**src/pkg/static_mem_ctrl_pkg.sv**
```systemverilog
// constants for the static memory controller configuration block
// assumes a byte-addressed register port, one aligned word per register
package static_mem_ctrl_pkg;
  localparam int ADDR_W = 8;
  localparam int NUM_CS = 4;
  localparam int CS_W = 2;
  // per chip select: base = cs << CS_STRIDE_SH, then word offsets below
  localparam int CS_STRIDE_SH = 4;
  localparam logic [1:0] WORD_SETUP = 2'h0;
  localparam logic [1:0] WORD_PULSE = 2'h1;
  localparam logic [1:0] WORD_CYCLE = 2'h2;
  localparam logic [1:0] WORD_MODE = 2'h3;
  localparam logic [ADDR_W-1:0] CS_AREA_END = 8'h40;
  localparam logic [ADDR_W-1:0] OFS_SCRAMBLE_MODE = 8'h80;
  localparam logic [ADDR_W-1:0] OFS_KEY_ONE = 8'h84;
  localparam logic [ADDR_W-1:0] OFS_KEY_TWO = 8'h88;
  localparam logic [ADDR_W-1:0] OFS_WP_MODE = 8'he4;
  localparam logic [ADDR_W-1:0] OFS_WP_STATUS = 8'he8;
  // implemented bits; reserved bits read as zero
  localparam logic [31:0] SETUP_MASK = 32'h3f3f_3f3f;
  localparam logic [31:0] PULSE_MASK = 32'h7f7f_7f7f;
  localparam logic [31:0] CYCLE_MASK = 32'h01ff_01ff;
  localparam logic [31:0] MODE_MASK = 32'h311f_3033;
  localparam logic [31:0] SCRAMBLE_MODE_MASK = 32'h000f_0001;
  localparam logic [31:0] REG_RESET = 32'h0000_0000;
  // mode register fields
  localparam int MODE_READ_CTRL = 0;
  localparam int MODE_WRITE_CTRL = 1;
  localparam int MODE_WIDTH_LSB = 12;
  localparam int MODE_FLOAT_LSB = 16;
  localparam int MODE_FLOAT_OPT = 20;
  localparam int MODE_PAGE_EN = 24;
  localparam int MODE_PAGE_SIZE_LSB = 28;
  localparam int FLOAT_W = 4;
  // setup register field positions, 6 bits each
  localparam int SETUP_WE_LSB = 0;
  localparam int SETUP_CS_WR_LSB = 8;
  localparam int SETUP_RD_LSB = 16;
  localparam int SETUP_CS_RD_LSB = 24;
  localparam logic [7:0] SETUP_HIGH_WEIGHT = 8'h80;
  // scramble mode fields
  localparam int SCR_GLOBAL_BIT = 0;
  localparam int SCR_CS_LSB = 16;
  // write protection
  localparam int WP_ENABLE_BIT = 0;
  localparam int WP_PWD_LSB = 8;
  localparam logic [23:0] WP_PASSWORD = 24'h534d43;
  localparam int WP_FLAG_BIT = 0;
  localparam int WP_SRC_LSB = 8;
  // data bus width codes and widths in bytes
  localparam logic [1:0] WIDTH_8 = 2'h0;
  localparam logic [1:0] WIDTH_16 = 2'h1;
  localparam logic [1:0] WIDTH_32 = 2'h2;
  localparam logic [2:0] BYTES_1 = 3'h1;
  localparam logic [2:0] BYTES_2 = 3'h2;
  localparam logic [2:0] BYTES_4 = 3'h4;
  localparam logic [5:0] PAGE_BASE_BYTES = 6'h04;
endpackage : static_mem_ctrl_pkg

```
**src/hw/float_turnaround.sv**
```systemverilog
// bus turnaround counter: loaded when the strobe that controls the read rises (read strobe or chip select), counts down to zero
// assumes load_val already holds the float count plus the turnaround cycle
`timescale 1ns/1ns
module float_turnaround
  import static_mem_ctrl_pkg::*;
(
  input wire logic clk,
  input wire logic rst_n,
  input wire logic load,
  input wire logic [FLOAT_W:0] load_val,
  input wire logic [CS_W-1:0] load_cs,
  output logic [FLOAT_W:0] count_r,
  output logic [CS_W-1:0] owner_cs_r
);
  typedef struct packed {
    logic [FLOAT_W:0] count;
    logic [CS_W-1:0] owner;
  } turn_t;
  turn_t s_r;
  turn_t s_nxt;

  always_comb begin
    s_nxt = s_r;
    if (load) begin
      s_nxt.count = load_val;
      s_nxt.owner = load_cs;
    end else if (s_r.count != '0) begin
      s_nxt.count = s_r.count - 1'b1;
    end
  end

  always_ff @(posedge clk or negedge rst_n) begin
    if (!rst_n) begin
      s_r <= '0;
    end else begin
      s_r <= s_nxt;
    end
  end

  assign count_r = s_r.count;
  assign owner_cs_r = s_r.owner;
endmodule : float_turnaround

```
**src/hw/data_scrambler.sv**
```systemverilog
// registered data scrambler; the same operation scrambles and unscrambles
// assumes keys are stable while data flows
`timescale 1ns/1ns
module data_scrambler
  import static_mem_ctrl_pkg::*;
(
  input wire logic clk,
  input wire logic rst_n,
  input wire logic in_valid,
  input wire logic [31:0] in_data,
  input wire logic [4:0] in_addr,
  input wire logic enable,
  input wire logic [31:0] key_one,
  input wire logic [31:0] key_two,
  output logic out_valid_r,
  output logic [31:0] out_data_r
);
  typedef struct packed {
    logic valid;
    logic [31:0] data;
  } scr_t;
  scr_t s_r;
  scr_t s_nxt;

  function automatic logic [31:0] rotl(input logic [31:0] v, input logic [4:0] n);
    logic [63:0] d;
    d = {v, v} << n;
    return d[63:32];
  endfunction : rotl

  always_comb begin
    s_nxt.valid = in_valid;
    s_nxt.data = in_data;
    if (enable) begin
      s_nxt.data = in_data ^ key_one ^ rotl(key_two, in_addr);
    end
  end

  always_ff @(posedge clk or negedge rst_n) begin
    if (!rst_n) begin
      s_r <= '0;
    end else begin
      s_r <= s_nxt;
    end
  end

  assign out_valid_r = s_r.valid;
  assign out_data_r = s_r.data;
endmodule : data_scrambler

```
**src/hw/static_mem_cfg.sv**
```systemverilog
// static memory controller configuration, turnaround gating, scrambling and
// write protection; the access sequencer sits outside on the same clock
//
// Summary of operation
// width code 0/1/2 gives 8/16/32 bits
// float count field 0 to 15 cycles
// one extra turnaround cycle after float
// other chip select waits float plus one
// optimize overlaps float with next setup
// no optimize waits full float first
// page enable selects page-mode burst reads
// page size code gives 4..32 bytes
// per chip select scramble enables, bits 16-19
// global scramble enable at bit 0
// scramble uses both keys, reset zero
// protection bit changes only with password
// protection shields setup, pulse, cycle, mode
// wrong password ignored, password reads zero
// violation flag sticky until status read
// violation source holds attempted offset
// status read clears flag and source
// read control bit picks float start strobe
// protected write discarded, flag raised
// keys accept only their first write
`timescale 1ns/1ns
module static_mem_cfg
  import static_mem_ctrl_pkg::*;
(
  input wire logic sys_clk,
  input wire logic resetn,
  input wire logic [ADDR_W-1:0] reg_addr,
  input wire logic [31:0] reg_wdata,
  input wire logic reg_wr,
  input wire logic reg_rd,
  output logic [31:0] reg_rdata,
  input wire logic acc_req,
  input wire logic [CS_W-1:0] acc_cs,
  input wire logic acc_write,
  input wire logic read_strobe_rise,
  input wire logic chip_select_rise,
  input wire logic data_valid,
  input wire logic [31:0] data_in,
  input wire logic [4:0] data_addr,
  output logic acc_grant,
  output logic float_busy,
  output logic [2:0] cfg_width_bytes,
  output logic cfg_width_reserved,
  output logic cfg_page_read_enable,
  output logic [5:0] cfg_page_bytes,
  output logic cfg_scramble_on,
  output logic data_out_valid,
  output logic [31:0] data_out
);
  ////////////////////////////////////////////////////////////////////////////
  typedef struct packed {
    logic [NUM_CS-1:0][31:0] setup;
    logic [NUM_CS-1:0][31:0] pulse;
    logic [NUM_CS-1:0][31:0] cycle;
    logic [NUM_CS-1:0][31:0] mode;
    logic [31:0] offchip_scramble;
    logic [31:0] scramble_key_part_one;
    logic [31:0] scramble_key_part_two;
    logic key_one_done;
    logic key_two_done;
    logic protection_enable;
    logic protection_violation_flag;
    logic [15:0] protection_violation_source;
    logic [31:0] rdata;
    logic grant;
    logic [CS_W-1:0] read_cs;
    logic [2:0] width_bytes;
    logic width_reserved;
    logic page_read_enable;
    logic [5:0] page_bytes;
    logic scramble_on;
    logic busy;
  } ctrl_t;

  ctrl_t s_r;
  ctrl_t s_nxt;
  logic rst_n;
  logic [1:0] rst_sync_r;
  logic [FLOAT_W:0] float_count;
  logic [CS_W-1:0] float_owner;
  logic float_load;
  logic [FLOAT_W:0] float_load_val;
  logic cs_area;
  logic [CS_W-1:0] reg_cs;
  logic [1:0] reg_word;
  logic prot_hit;
  logic pwd_ok;
  logic may_start;
  logic [7:0] next_setup;

  ////////////////////////////////////////////////////////////////////////////
  // reset release through two flip-flops
  always_ff @(posedge sys_clk or negedge resetn) begin
    if (!resetn) begin
      rst_sync_r <= 2'h0;
    end else begin
      rst_sync_r <= {rst_sync_r[0], 1'b1};
    end
  end
  assign rst_n = rst_sync_r[1];

  ////////////////////////////////////////////////////////////////////////////
  function automatic logic [2:0] width_decode(input logic [1:0] code);
    case (code)
      WIDTH_8: return BYTES_1;
      WIDTH_16: return BYTES_2;
      WIDTH_32: return BYTES_4;
      default: return BYTES_1;
    endcase
  endfunction : width_decode

  // setup length = 128 * bit5 + bits 4:0
  function automatic logic [7:0] setup_len(input logic [31:0] r, input int lsb);
    logic [5:0] f;
    f = r[lsb +: 6];
    return (f[5] ? SETUP_HIGH_WEIGHT : 8'h00) + {3'h0, f[4:0]};
  endfunction : setup_len

  ////////////////////////////////////////////////////////////////////////////
  assign cs_area = reg_addr < CS_AREA_END;
  assign reg_cs = reg_addr[CS_STRIDE_SH +: CS_W];
  assign reg_word = reg_addr[3:2];
  assign prot_hit = reg_wr && cs_area && s_r.protection_enable;
  assign pwd_ok = reg_wdata[WP_PWD_LSB +: 24] == WP_PASSWORD;

  // float period starts at the rise of the strobe that controls the read
  assign float_load = s_r.mode[s_r.read_cs][MODE_READ_CTRL] ?
                      read_strobe_rise : chip_select_rise;
  assign float_load_val = {1'b0, s_r.mode[s_r.read_cs][MODE_FLOAT_LSB +: FLOAT_W]}
                          + 1'b1;

  always_comb begin
    next_setup = acc_write ?
      (s_r.mode[acc_cs][MODE_WRITE_CTRL] ?
        setup_len(s_r.setup[acc_cs], SETUP_WE_LSB) :
        setup_len(s_r.setup[acc_cs], SETUP_CS_WR_LSB)) :
      (s_r.mode[acc_cs][MODE_READ_CTRL] ?
        setup_len(s_r.setup[acc_cs], SETUP_RD_LSB) :
        setup_len(s_r.setup[acc_cs], SETUP_CS_RD_LSB));
  end

  always_comb begin
    may_start = 1'b0;
    if (float_count == '0) begin
      may_start = 1'b1;
    end else if (acc_cs == float_owner && s_r.mode[acc_cs][MODE_FLOAT_OPT] &&
                 {3'h0, float_count} <= next_setup) begin
      may_start = 1'b1;
    end
    // another chip select always waits out the whole turnaround
    if (acc_cs != float_owner && float_count != '0) begin
      may_start = 1'b0;
    end
  end

  ////////////////////////////////////////////////////////////////////////////
  always_comb begin
    s_nxt = s_r;
    s_nxt.rdata = '0;
    s_nxt.grant = acc_req && !s_r.grant && !float_load && may_start;
    if (s_nxt.grant && !acc_write) begin
      s_nxt.read_cs = acc_cs;
    end
    // configuration seen by the sequencer for the requested chip select
    s_nxt.width_bytes = width_decode(s_r.mode[acc_cs][MODE_WIDTH_LSB +: 2]);
    s_nxt.width_reserved = &s_r.mode[acc_cs][MODE_WIDTH_LSB +: 2];
    s_nxt.page_read_enable = s_r.mode[acc_cs][MODE_PAGE_EN];
    s_nxt.page_bytes = PAGE_BASE_BYTES <<
                       s_r.mode[acc_cs][MODE_PAGE_SIZE_LSB +: 2];
    s_nxt.scramble_on = s_r.offchip_scramble[SCR_GLOBAL_BIT] &&
                        s_r.offchip_scramble[SCR_CS_LSB + acc_cs];
    // next turnaround count is nonzero after a load or while above one
    s_nxt.busy = float_load || float_count > {{FLOAT_W{1'b0}}, 1'b1};

    if (reg_rd) begin
      if (cs_area) begin
        case (reg_word)
          WORD_SETUP: s_nxt.rdata = s_r.setup[reg_cs];
          WORD_PULSE: s_nxt.rdata = s_r.pulse[reg_cs];
          WORD_CYCLE: s_nxt.rdata = s_r.cycle[reg_cs];
          default: s_nxt.rdata = s_r.mode[reg_cs];
        endcase
      end else begin
        case (reg_addr)
          OFS_SCRAMBLE_MODE: s_nxt.rdata = s_r.offchip_scramble;
          OFS_WP_MODE: s_nxt.rdata[WP_ENABLE_BIT] = s_r.protection_enable;
          OFS_WP_STATUS: begin
            s_nxt.rdata[WP_FLAG_BIT] = s_r.protection_violation_flag;
            s_nxt.rdata[WP_SRC_LSB +: 16] = s_r.protection_violation_source;
            s_nxt.protection_violation_flag = 1'b0;
            s_nxt.protection_violation_source = '0;
          end
          default: s_nxt.rdata = '0;
        endcase
      end
    end

    if (reg_wr) begin
      if (cs_area) begin
        if (!s_r.protection_enable) begin
          case (reg_word)
            WORD_SETUP: s_nxt.setup[reg_cs] = reg_wdata & SETUP_MASK;
            WORD_PULSE: s_nxt.pulse[reg_cs] = reg_wdata & PULSE_MASK;
            WORD_CYCLE: s_nxt.cycle[reg_cs] = reg_wdata & CYCLE_MASK;
            default: s_nxt.mode[reg_cs] = reg_wdata & MODE_MASK;
          endcase
        end
      end else begin
        case (reg_addr)
          OFS_SCRAMBLE_MODE: s_nxt.offchip_scramble = reg_wdata & SCRAMBLE_MODE_MASK;
          OFS_KEY_ONE: begin
            if (!s_r.key_one_done) begin
              s_nxt.scramble_key_part_one = reg_wdata;
              s_nxt.key_one_done = 1'b1;
            end
          end
          OFS_KEY_TWO: begin
            if (!s_r.key_two_done) begin
              s_nxt.scramble_key_part_two = reg_wdata;
              s_nxt.key_two_done = 1'b1;
            end
          end
          OFS_WP_MODE: begin
            if (pwd_ok) begin
              s_nxt.protection_enable = reg_wdata[WP_ENABLE_BIT];
            end
          end
          default: s_nxt.rdata = s_nxt.rdata;
        endcase
      end
    end

    // a violation in the same cycle as a status read survives it
    if (prot_hit) begin
      s_nxt.protection_violation_flag = 1'b1;
      s_nxt.protection_violation_source = {{(16-ADDR_W){1'b0}}, reg_addr};
    end
  end

  always_ff @(posedge sys_clk or negedge rst_n) begin
    if (!rst_n) begin
      s_r <= '0;
    end else begin
      s_r <= s_nxt;
    end
  end

  ////////////////////////////////////////////////////////////////////////////
  float_turnaround u_turn (
    .clk(sys_clk),
    .rst_n(rst_n),
    .load(float_load),
    .load_val(float_load_val),
    .load_cs(s_r.read_cs),
    .count_r(float_count),
    .owner_cs_r(float_owner)
  );

  data_scrambler u_scr (
    .clk(sys_clk),
    .rst_n(rst_n),
    .in_valid(data_valid),
    .in_data(data_in),
    .in_addr(data_addr),
    .enable(s_r.scramble_on),
    .key_one(s_r.scramble_key_part_one),
    .key_two(s_r.scramble_key_part_two),
    .out_valid_r(data_out_valid),
    .out_data_r(data_out)
  );

  assign reg_rdata = s_r.rdata;
  assign acc_grant = s_r.grant;
  assign float_busy = s_r.busy;
  assign cfg_width_bytes = s_r.width_bytes;
  assign cfg_width_reserved = s_r.width_reserved;
  assign cfg_page_read_enable = s_r.page_read_enable;
  assign cfg_page_bytes = s_r.page_bytes;
  assign cfg_scramble_on = s_r.scramble_on;
endmodule : static_mem_cfg

```
**config.mk**
```make
export PLATFORM = sky130hd
export DESIGN_NAME = static_mem_cfg
export DESIGN_NICKNAME = d
export VERILOG_FILES = /design/src/pkg/static_mem_ctrl_pkg.sv /design/src/hw/float_turnaround.sv /design/src/hw/data_scrambler.sv /design/src/hw/static_mem_cfg.sv
export SDC_FILE = /design/constraint.sdc
export NUM_CORES = 1
export LEC_CHECK = 0
export CAP_MARGIN = 20
export CELL_PAD_IN_SITES_DETAIL_PLACEMENT = 0
export CELL_PAD_IN_SITES_GLOBAL_PLACEMENT = 1
export CORE_UTILIZATION = 45
export DETAILED_ROUTE_END_ITERATION = 10
export DONT_BUFFER_PORTS = 1
export PLACE_DENSITY_LB_ADDON = 0.2
export SLEW_MARGIN = 25
export SYNTH_ARGS = -nofsm -noshare
export SYNTH_HDL_FRONTEND = slang
export SYNTH_SLANG_ARGS = --single-unit
export TNS_END_PERCENT = 20
```
**constraint.sdc**
```tcl
create_clock -name sys_clk -period 14.1 [get_ports sys_clk]
set_input_delay 1.41 -clock sys_clk [delete_from_list [all_inputs] [get_ports sys_clk]]
set_output_delay 1.41 -clock sys_clk [all_outputs]
set_load 0.01 [all_outputs]
```
==> flow_metrics.env, run 1 <==
export IMPL_status="complete, no violations"
export IMPL_crit_type="primary input to flop"
export IMPL_netlist_top_cells_count="dfrtp_1, mux2_2, mux4_2"
export IMPL_layout_setup_ws_ns=10.11
export IMPL_post_route_period_util_pct=28.3
export IMPL_sequentialPowerShare_pct=46.1
export IMPL_clock_sinks=504
export IMPL_cts_resized=0
export IMPL_synthCells=1662
export IMPL_p_leak_nw=12.3
export IMPL_portBuffers=0
export IMPL_fin_crit_ns=3.99
export IMPL_finalSetupViolCount=0
export IMPL_rsz0062_at_grt="no"
export IMPL_synthDistinctLibCells=50
export IMPL_clk_path_buf_depth=3
export IMPL_nets=1670
export IMPL_start_util_pct=45.6
export IMPL_fillers=4674
export IMPL_worstHoldPathCells=0
export IMPL_cts_buffers=57
export IMPL_gr_total_overflow=0
export IMPL_hold_viol=0
export IMPL_path_cells="mux4_2 -> mux4_2 -> mux4_2 -> inv_1 -> ha_1 -> nor2b_1 -> o21a_1 -> o21ai_0 -> a21oi_1 -> a311oi_2 -> mux2_1"
export IMPL_grt_max_degree=94
export IMPL_drt_pass1_iter_count=5
export IMPL_reg2reg_to="s_r[14]"
export IMPL_fp_dieW_um=238
export IMPL_track_usage_pct=23.7
export IMPL_utilization_pct=49.7
export IMPL_slew_viol_final=0
export IMPL_max_slew_margin_pct=33.2
export IMPL_cts_htree_levels=2
export IMPL_post_place_ws_ns=9.47
export IMPL_finalSetupTns_ns=0
export IMPL_power_density_nw_per_um2=137
export IMPL_vias=14200
export IMPL_setup_worst_path_end_class="flop"
export IMPL_netSwitchingFraction_pct=24.7
export IMPL_synth_top_cell_by_area="dfrtp_1"
export IMPL_path_common_cell="mux4_2"
export IMPL_antenna_found_initial=3
export IMPL_worst_pin_slew_ns=1.00
export IMPL_holdPathEnd="rst_sync_r[1]"
export IMPL_yosysSeqAreaShare_pct=50.2
export IMPL_synth_avg_cell_area_um2=15.1
export IMPL_synth_compound_area_share_pct=1.28
export IMPL_synth_mux_area_share_pct=38.4
export IMPL_fmax_ghz=0.250
export IMPL_io_pins=167
export IMPL_synth_area_top_cells="dfrtp_1, mux4_2, mux2_2"
export IMPL_r2r_setup_slack_ns=10.50
export IMPL_hold_buffers=0
export IMPL_power_switching_mw=0.930
export IMPL_reg2regPathDepth=11
export IMPL_dieArea_um2=56800
export IMPL_drcViolationCount=0
export IMPL_drt_iter0_drc=896
export IMPL_synth_seq_cells=504
export IMPL_ir_drop_uv=88.8
export IMPL_wire_per_inst_um=27.6
export IMPL_syn_to_final_growth_pct=9.03
export IMPL_critPathSlowestCell="mux4_2"
export IMPL_power_mw=3.76
export IMPL_grt_pass1_wl_um=99500
export IMPL_num_rows=86
export IMPL_yosysMostFrequentCell="dfrtp_1"
export IMPL_synthArstFlopShare_pct=100
export IMPL_hold_class="flop to flop"
export IMPL_place_hpwl_um=42800
export IMPL_synth_edf_count=0
export IMPL_yosys_area_share_xor_xnor_pct=2.40
export IMPL_antenna_left=0
export IMPL_netlist_area_um2=25100
export IMPL_cp_start_kind="primary input"
export IMPL_synth_top_family_by_area="multiplexers"
export IMPL_regArea_um2=12600
export IMPL_synth_adder_area_share_pct=0.597
export IMPL_max_stage_delay_ns=0.67
export IMPL_multi_input_area_um2=11600
export IMPL_clk_latency_ns=0.62
export IMPL_avgViaCountPerCell=6.00
export IMPL_intPower_mw=2.83
export IMPL_synth_simple_area_share_pct=3.36
export IMPL_core_area_um2=55100
export IMPL_ys_flop_type="dfrtp_1"
export IMPL_cts_root_buf="clkbuf_16"
export IMPL_fin_skew_ns=0.0257
export IMPL_cp_data_arrival_time_ns=4.48
export IMPL_synth_top_area_share_pct=50.2
export IMPL_cp_max_fo=36
export IMPL_clkTransAtPathRegs_ns=0.06
export IMPL_ys_warn_count=0
export IMPL_combPwrFrac_pct=12.8
export IMPL_hp_start="rst_sync_r[0]"
export IMPL_wl_um=65400
export IMPL_dieHeight_um=238
export IMPL_postCtsSetupRepairBufs=0
export IMPL_critPathRequiredTime_ns=14.59
export IMPL_layout_drive_gt1_share_pct=37.2
export IMPL_first_global_vias=14600
export IMPL_tritoncts="done"
export IMPL_drv_cap=0
export IMPL_place_gp_congestion=0.844
export IMPL_worstReg2RegStart="s_r[260]"
export IMPL_p_clk_share_pct=41.1
[final cells by class]
type | instances | share of cell area (%)
inverter | 10 | 0.137
timing repair buffer | 23 | 0.657
clock inverter | 15 | 0.589
clock buffer | 92 | 6.68
sequential | 504 | 46.0
tap | 748 | 3.42
multi-input combinational | 974 | 42.5
antenna | 2 | 0.0183
[cell usage in the layout (no fill, tap or decap), types with 21 or more instances in the layout]
| cell type | n |
|---|---|
| nand2_1 | 63 |
| mux2_2 | 267 |
| mux4_2 | 200 |
| clkbuf_16 | 59 |
| buf_4 | 21 |
| mux2_1 | 145 |
| xnor2_1 | 66 |
| mux2i_1 | 49 |
| dfrtp_1 | 503 |
| clkbuf_8 | 23 |
| nor2_1 | 35 |
[per-layer routing]
| layer | wire length, um | GRT usage (%) | part of all wire [%] |
|---|---|---|---|
| met1 | 29700 | 35.0 | 45 |
| met2 | 30300 | 35.7 | 46 |
| met3 | 4090 | 4.95 | 6.2 |
| met4 | 1370 | 6.25 | 2.1 |
| met5 | 0 | 0 | 0 |
[cell families after synthesis]
logic type | Yosys count
AND/OR/NAND/NOR | 175
adder cells (fa/ha/maj) | 12
buffers and inverters | 186
AO/OA/AOI/OAI | 52
flip-flops | 504
multiplexers | 662
XOR/XNOR | 69
other | 2
[power groups by stage]
| stage | Combinational (mW) | Sequential (mW) | Clock [mW] |
|---|---|---|---|
| 2_1_floorplan | 0.425 | 1.72 | 0 |
| 3_3_place_gp | 0.472 | 1.75 | 0 |
| 5_1_grt | 0.524 | 1.76 | 1.64 |
| 4_1_cts | 0.487 | 1.73 | 1.59 |
| 6_report | 0.481 | 1.74 | 1.55 |
| 3_5_place_dp | 0.485 | 1.76 | 0 |
[metrics by stage]
step | area, um2 | instances | hold slack, ns
after floorplan | 25100 | 1664 | 0.331
after global placement | 25400 | 2259 | 0.336
after detailed placement | 25400 | 2259 | 0.361
after CTS | 27400 | 2366 | 0.369
after global routing | 27400 | 2366 | 0.376
final | 27400 | 2368 | 0.356
[critical path: cells and delay by family]
kind	cells	cell delay (ns)
adder cells (fa/ha/maj)	1	0.23
buffers and inverters	1	0.06
multiplexers	4	1.85
AND/OR/NAND/NOR	1	0.13
AO/OA/AOI/OAI	4	0.79
[sequential cells by signal, indices dropped and copies added, names as in the netlist, 2 cells and up]
register           count
reg_rdata             31
cfg_width_bytes        3
rst_sync_r             2
u_scr.out_data_r      32
s_r                  419
u_turn.owner_cs_r      2
cfg_page_bytes         4
u_turn.count_r         5
[worst max-delay path by stage]
stage,from,endpoint
after global placement,acc_cs[0],s_r[13]
after floorplan,rst_sync_r[1],acc_grant
final,acc_cs[0],s_r[14]
after CTS,rst_sync_r[1],cfg_page_bytes[4]
after global routing,acc_cs[0],s_r[14]
after detailed placement,acc_cs[0],s_r[14]
Power figures use the tool's default switching activity.
==> inputs of run 2 (changes only) <==
==> constraint.sdc (replaced) <==
create_clock -name sys_clk -period 4 [get_ports sys_clk]
set_input_delay 0.4 -clock sys_clk [delete_from_list [all_inputs] [get_ports sys_clk]]
set_output_delay 0.4 -clock sys_clk [all_outputs]
set_load 0.01 [all_outputs]
==> run 2 against run 1 <==
  * Sequential power increased to 3.5 times the previous value
  * Hold slack lost 0.32 ns
  * Sequential share of layout area shrank 1.2 points
  * Clock skew is 0.013 ns lower
  * Largest power group unchanged
==> flow_metrics.env, run 2 (synthesized netlist as in run 1, its figures left out) <==
export IMPL_status="complete, no violations"
export IMPL_power_density_nw_per_um2=465
export IMPL_reg2reg_to="s_r[14]"
export IMPL_place_gp_congestion=0.898
export IMPL_clock_sinks=504
export IMPL_cts_root_buf="clkbuf_16"
export IMPL_hold_viol=0
export IMPL_layout_common_cells="dfrtp_1, mux2_2, mux4_2, mux2_1, dlygate4sd3_1"
export IMPL_track_usage_pct=25.3
export IMPL_final_common_cell="dfrtp_1"
export IMPL_worstReg2RegStart="s_r[261]"
export IMPL_critPathRequiredTime_ns=4.48
export IMPL_start_util_pct=45.6
export IMPL_regMostFlops="s_r"
export IMPL_portBuffers=0
export IMPL_first_global_vias=15200
export IMPL_setup_worst_path_end_class="flop"
export IMPL_regArea_um2=12600
export IMPL_drcViolationCount=0
export IMPL_hold_class="primary input to async pin"
export IMPL_ir_drop_uv=301
export IMPL_syn_to_final_growth_pct=12.0
export IMPL_rsz0062_at_grt="no"
export IMPL_core_area_um2=55100
export IMPL_fin_skew_ns=0.0122
export IMPL_crit_type="flop to flop"
export IMPL_avgViaCountPerCell=5.94
export IMPL_finalSetupViolCount=0
export IMPL_endpoint="s_r[14]"
export IMPL_nets=1751
export IMPL_largest_reg_flops=419
export IMPL_grt_max_degree=94
export IMPL_cts_buffers=54
export IMPL_dieHeight_um=238
export IMPL_wl_um=70000
export IMPL_slew_viol_final=0
export IMPL_dieArea_um2=56800
export IMPL_cp_max_fo=11
export IMPL_antenna_found_initial=10
export IMPL_num_rows=86
export IMPL_vias=14500
export IMPL_place_hpwl_um=43700
export IMPL_fin_crit_ns=3.58
export IMPL_stdcell_count=2446
export IMPL_clk_latency_ns=0.60
export IMPL_cp_start_kind="flop"
export IMPL_p_leak_nw=12.6
export IMPL_fmax_ghz=0.280
export IMPL_tritoncts="done"
export IMPL_drv_cap=0
export IMPL_post_route_period_util_pct=89.4
export IMPL_dp_cells=2265
export IMPL_wire_per_inst_um=28.6
export IMPL_hold_ws_ns=0.0309
export IMPL_multi_input_area_um2=11600
export IMPL_r2r_setup_slack_ns=0.42
export IMPL_gr_total_overflow=0
export IMPL_layout_drive_gt1_share_pct=35.7
export IMPL_drt_iter0_drc=1176
export IMPL_clkTransAtPathRegs_ns=0.06
export IMPL_antenna_left=0
export IMPL_io_pins=167
export IMPL_fillers=4710
export IMPL_postCtsSetupRepairBufs=0
export IMPL_finalSetupTns_ns=0
export IMPL_drt_pass1_iter_count=7
export IMPL_cp_data_arrival_time_ns=4.06
export IMPL_grt_pass1_wl_um=105000
export IMPL_worst_pin_slew_ns=1.09
export IMPL_reg2regPathDepth=11
export IMPL_startpoint="s_r[261]"
export IMPL_clk_path_buf_depth=3
export IMPL_max_slew_margin_pct=26.8
export IMPL_cts_htree_levels=2
export IMPL_fp_dieW_um=238
[run 2: layout make-up]
type,count,area share [%]
repair buffers,107,3.87
inverters,10,0.133
diodes,4,0.0356
clock inverters,21,0.671
multi-input cells,974,41.3
flip-flops and latches,504,44.8
well taps,748,3.33
clock buffers,78,5.85
[run 2: critical path, cell delays in order, from the launching register on]
cell      delay, ns
dfrtp_1        0.38
mux4_2         0.66
mux4_2         0.36
mux4_2         0.49
inv_1          0.07
ha_1           0.23
nor2b_1        0.13
o21a_1         0.15
o21ai_0        0.17
a21oi_1        0.14
a311oi_2       0.32
mux2_1         0.35
[run 2: worst min-delay path by stage]
stage,from,to,cells after the start
CTS,resetn,rst_sync_r[1],1
detailed placement,resetn,rst_sync_r[0],0
global placement,resetn,rst_sync_r[0],0
floorplan,resetn,rst_sync_r[0],0
finish,resetn,rst_sync_r[1],1
global route,acc_cs[1],cfg_page_read_enable,1
[run 2: metrics by stage]
step,worst slack (ns),instance area (um2),power (mW),util [%]
2_1_floorplan,-0.912,25100,7.58,-
3_3_place_gp,0.410,25500,7.84,46.3
3_5_place_dp,0.368,25500,7.90,46.3
4_1_cts,0.417,28100,13.2,51.1
5_1_grt,0.298,28100,13.6,51.1
6_report,0.424,28100,13.1,51.1
[run 2: per-layer routing]
layer | track usage, % | wire [um]
met1 | 36.1 | 30700
met2 | 38.2 | 32400
met3 | 6.18 | 4920
met4 | 8.00 | 1940
met5 | 0 | 68
[run 2: timing repair]
item                      in CTS  in global routing
hold endpoints to repair     459                  0
hold buffers                  78                  0
resized for setup              0                  0
[run 2: power breakdown]
group          internal, mW  leakage [nW]  switching (mW)
Clock                  3.04         0.917            2.08
Sequential             5.67          6.68           0.432
Combinational          1.07          4.96           0.793
==> inputs of run 3 (changes only) <==
--- a/config.mk
+++ b/config.mk
@@ -8,6 +8,7 @@
 export CAP_MARGIN = 20
 export CELL_PAD_IN_SITES_DETAIL_PLACEMENT = 0
 export CELL_PAD_IN_SITES_GLOBAL_PLACEMENT = 1
+export CORE_ASPECT_RATIO = 0.7
 export CORE_UTILIZATION = 45
 export DETAILED_ROUTE_END_ITERATION = 10
 export DONT_BUFFER_PORTS = 1
==> run 3 against run 2 <==
  * Non-clock buffer count decreased by 1
  * Hold slack gained 0.0026 ns
  * Power shrank 1.4%
  * Utilization down 0.53 points
  * Register-to-register slack improved by 0.07 ns
  * Final cell count decreased by 0.90%
  * Final area down 0.80%
  * Sequential share of layout area is 0.36 points higher
  * Clock-buffer cell count down 6
  * Sequential power is essentially flat
  * Global-route usage decreased by 0.66 points
  * Critical path type unchanged
  * Largest cell class unchanged
==> flow_metrics.env, run 3 (synthesized netlist as in run 1, its figures left out) <==
export IMPL_status="complete, no violations"
export IMPL_fmax_ghz=0.285
export IMPL_slew_viol_final=0
export IMPL_clk_path_buf_depth=3
export IMPL_wl_um=69400
export IMPL_syn_to_final_growth_pct=11.1
export IMPL_power_density_nw_per_um2=462
export IMPL_grt_max_degree=146
export IMPL_gr_total_overflow=0
export IMPL_cts_root_buf="clkbuf_16"
export IMPL_place_hpwl_um=44800
export IMPL_largest_reg_flops=419
export IMPL_io_pins=167
export IMPL_setup_worst_path_end_class="flop"
export IMPL_cts_buffers=51
export IMPL_nets=1747
export IMPL_first_global_vias=14700
export IMPL_r2r_setup_slack_ns=0.49
export IMPL_place_gp_congestion=0.880
export IMPL_fillers=4627
export IMPL_drv_cap=0
export IMPL_hold_viol=0
export IMPL_final_common_cell="dfrtp_1"
export IMPL_cp_data_arrival_time_ns=3.97
export IMPL_utilization_pct=50.6
export IMPL_drt_iter0_drc=1394
export IMPL_tritoncts="done"
export IMPL_drt_pass1_iter_count=5
export IMPL_cp_start_kind="flop"
export IMPL_portBuffers=0
export IMPL_antenna_left=0
export IMPL_layout_drive_gt1_share_pct=35.0
export IMPL_grt_pass1_wl_um=103000
export IMPL_clkTransAtPathRegs_ns=0.06
export IMPL_post_route_period_util_pct=87.7
export IMPL_critPathRequiredTime_ns=4.46
export IMPL_p_leak_nw=12.5
export IMPL_layout_common_cells="dfrtp_1, mux2_2, mux4_2, mux2_1, dlygate4sd3_1"
export IMPL_power_mw=12.9
export IMPL_crit_type="flop to flop"
export IMPL_num_rows=72
export IMPL_rsz0062_at_grt="no"
export IMPL_hold_class="primary input to flop"
export IMPL_max_slew_margin_pct=26.4
export IMPL_regMostFlops="s_r"
export IMPL_start_util_pct=45.5
export IMPL_fp_dieW_um=284
export IMPL_cts_htree_levels=2
export IMPL_core_area_um2=55200
export IMPL_cp_max_fo=7
export IMPL_worst_pin_slew_ns=1.10
export IMPL_fin_skew_ns=0.0227
export IMPL_postCtsSetupRepairBufs=0
export IMPL_finalSetupViolCount=0
export IMPL_fin_crit_ns=3.51
export IMPL_wire_per_inst_um=28.6
export IMPL_dieHeight_um=200
export IMPL_avgViaCountPerCell=6.09
export IMPL_antenna_found_initial=8
export IMPL_clock_sinks=504
export IMPL_drcViolationCount=0
export IMPL_dieArea_um2=56800
export IMPL_clk_latency_ns=0.59
export IMPL_ir_drop_uv=335
export IMPL_vias=14800
export IMPL_track_usage_pct=24.7
run 3: metal layers:
metal  track usage (%)  routed length, um
met5                 0                  9
met2              35.3              30100
met1              37.8              32200
met3              6.80               6050
met4              4.20                950
run 3: cell type report:
type / instances / area, um2 / area share (%)
clock buffers: 72 / 1490 / 5.33
well taps: 740 / 926 / 3.32
inverters: 10 / 37.5 / 0.134
flip-flops and latches: 504 / 12600 / 45.2
diodes: 2 / 5.00 / 0.0179
multi-input cells: 974 / 11600 / 41.6
clock inverters: 16 / 208 / 0.744
repair buffers: 106 / 1020 / 3.66
run 3: path summary, 6_finish.rpt:
| path | startpoint | to | cells past startpoint |
|---|---|---|---|
| max | s_r[261] | s_r[13] | 11 |
| max reg2reg | s_r[261] | s_r[13] | 11 |
| max in group asynchronous | rst_sync_r[1] | s_r[122] | 1 |
| min | reg_addr[3] | reg_rdata[29] | 2 |
| min in group asynchronous | resetn | rst_sync_r[0] | 1 |
| min reg2reg | rst_sync_r[1] | s_r[649] | 0 |
run 3: power by group:
group          internal (mW)  total [mW]  switching, mW
logic                   1.06        1.85          0.792
clock network           2.89        4.94           2.05
registers               5.67        6.11          0.440
run 3: what timing repair did:
item                      4_1_cts  5_1_grt
gates resized for setup         0        0
hold buffers                   75        0
hold endpoints to repair      454        0
run 3: critical path, stage by stage (launching register included):
cell and delay, ns:
dfrtp_1 0.39, mux4_2 0.62, mux4_2 0.33, mux4_2 0.52, inv_1 0.08, ha_1 0.23, nor2b_1 0.14, o21a_1 0.17
o21ai_0 0.14, a21oi_1 0.12, a311oi_2 0.31, mux2_1 0.35
run 3: through the flow:
step	std cells	hold slack (ns)	setup TNS (ns)	setup WS [ns]	cell area, um2
after floorplan	1664	0.104	-457.96	-0.912	25100
after global placement	2259	0.105	0	0.463	25500
after detailed placement	2259	0.105	0	0.426	25500
after CTS	2422	0.00113	0	0.475	27900
after global routing	2422	0.00884	0	0.368	27900
final	2424	0.0335	0	0.491	27900
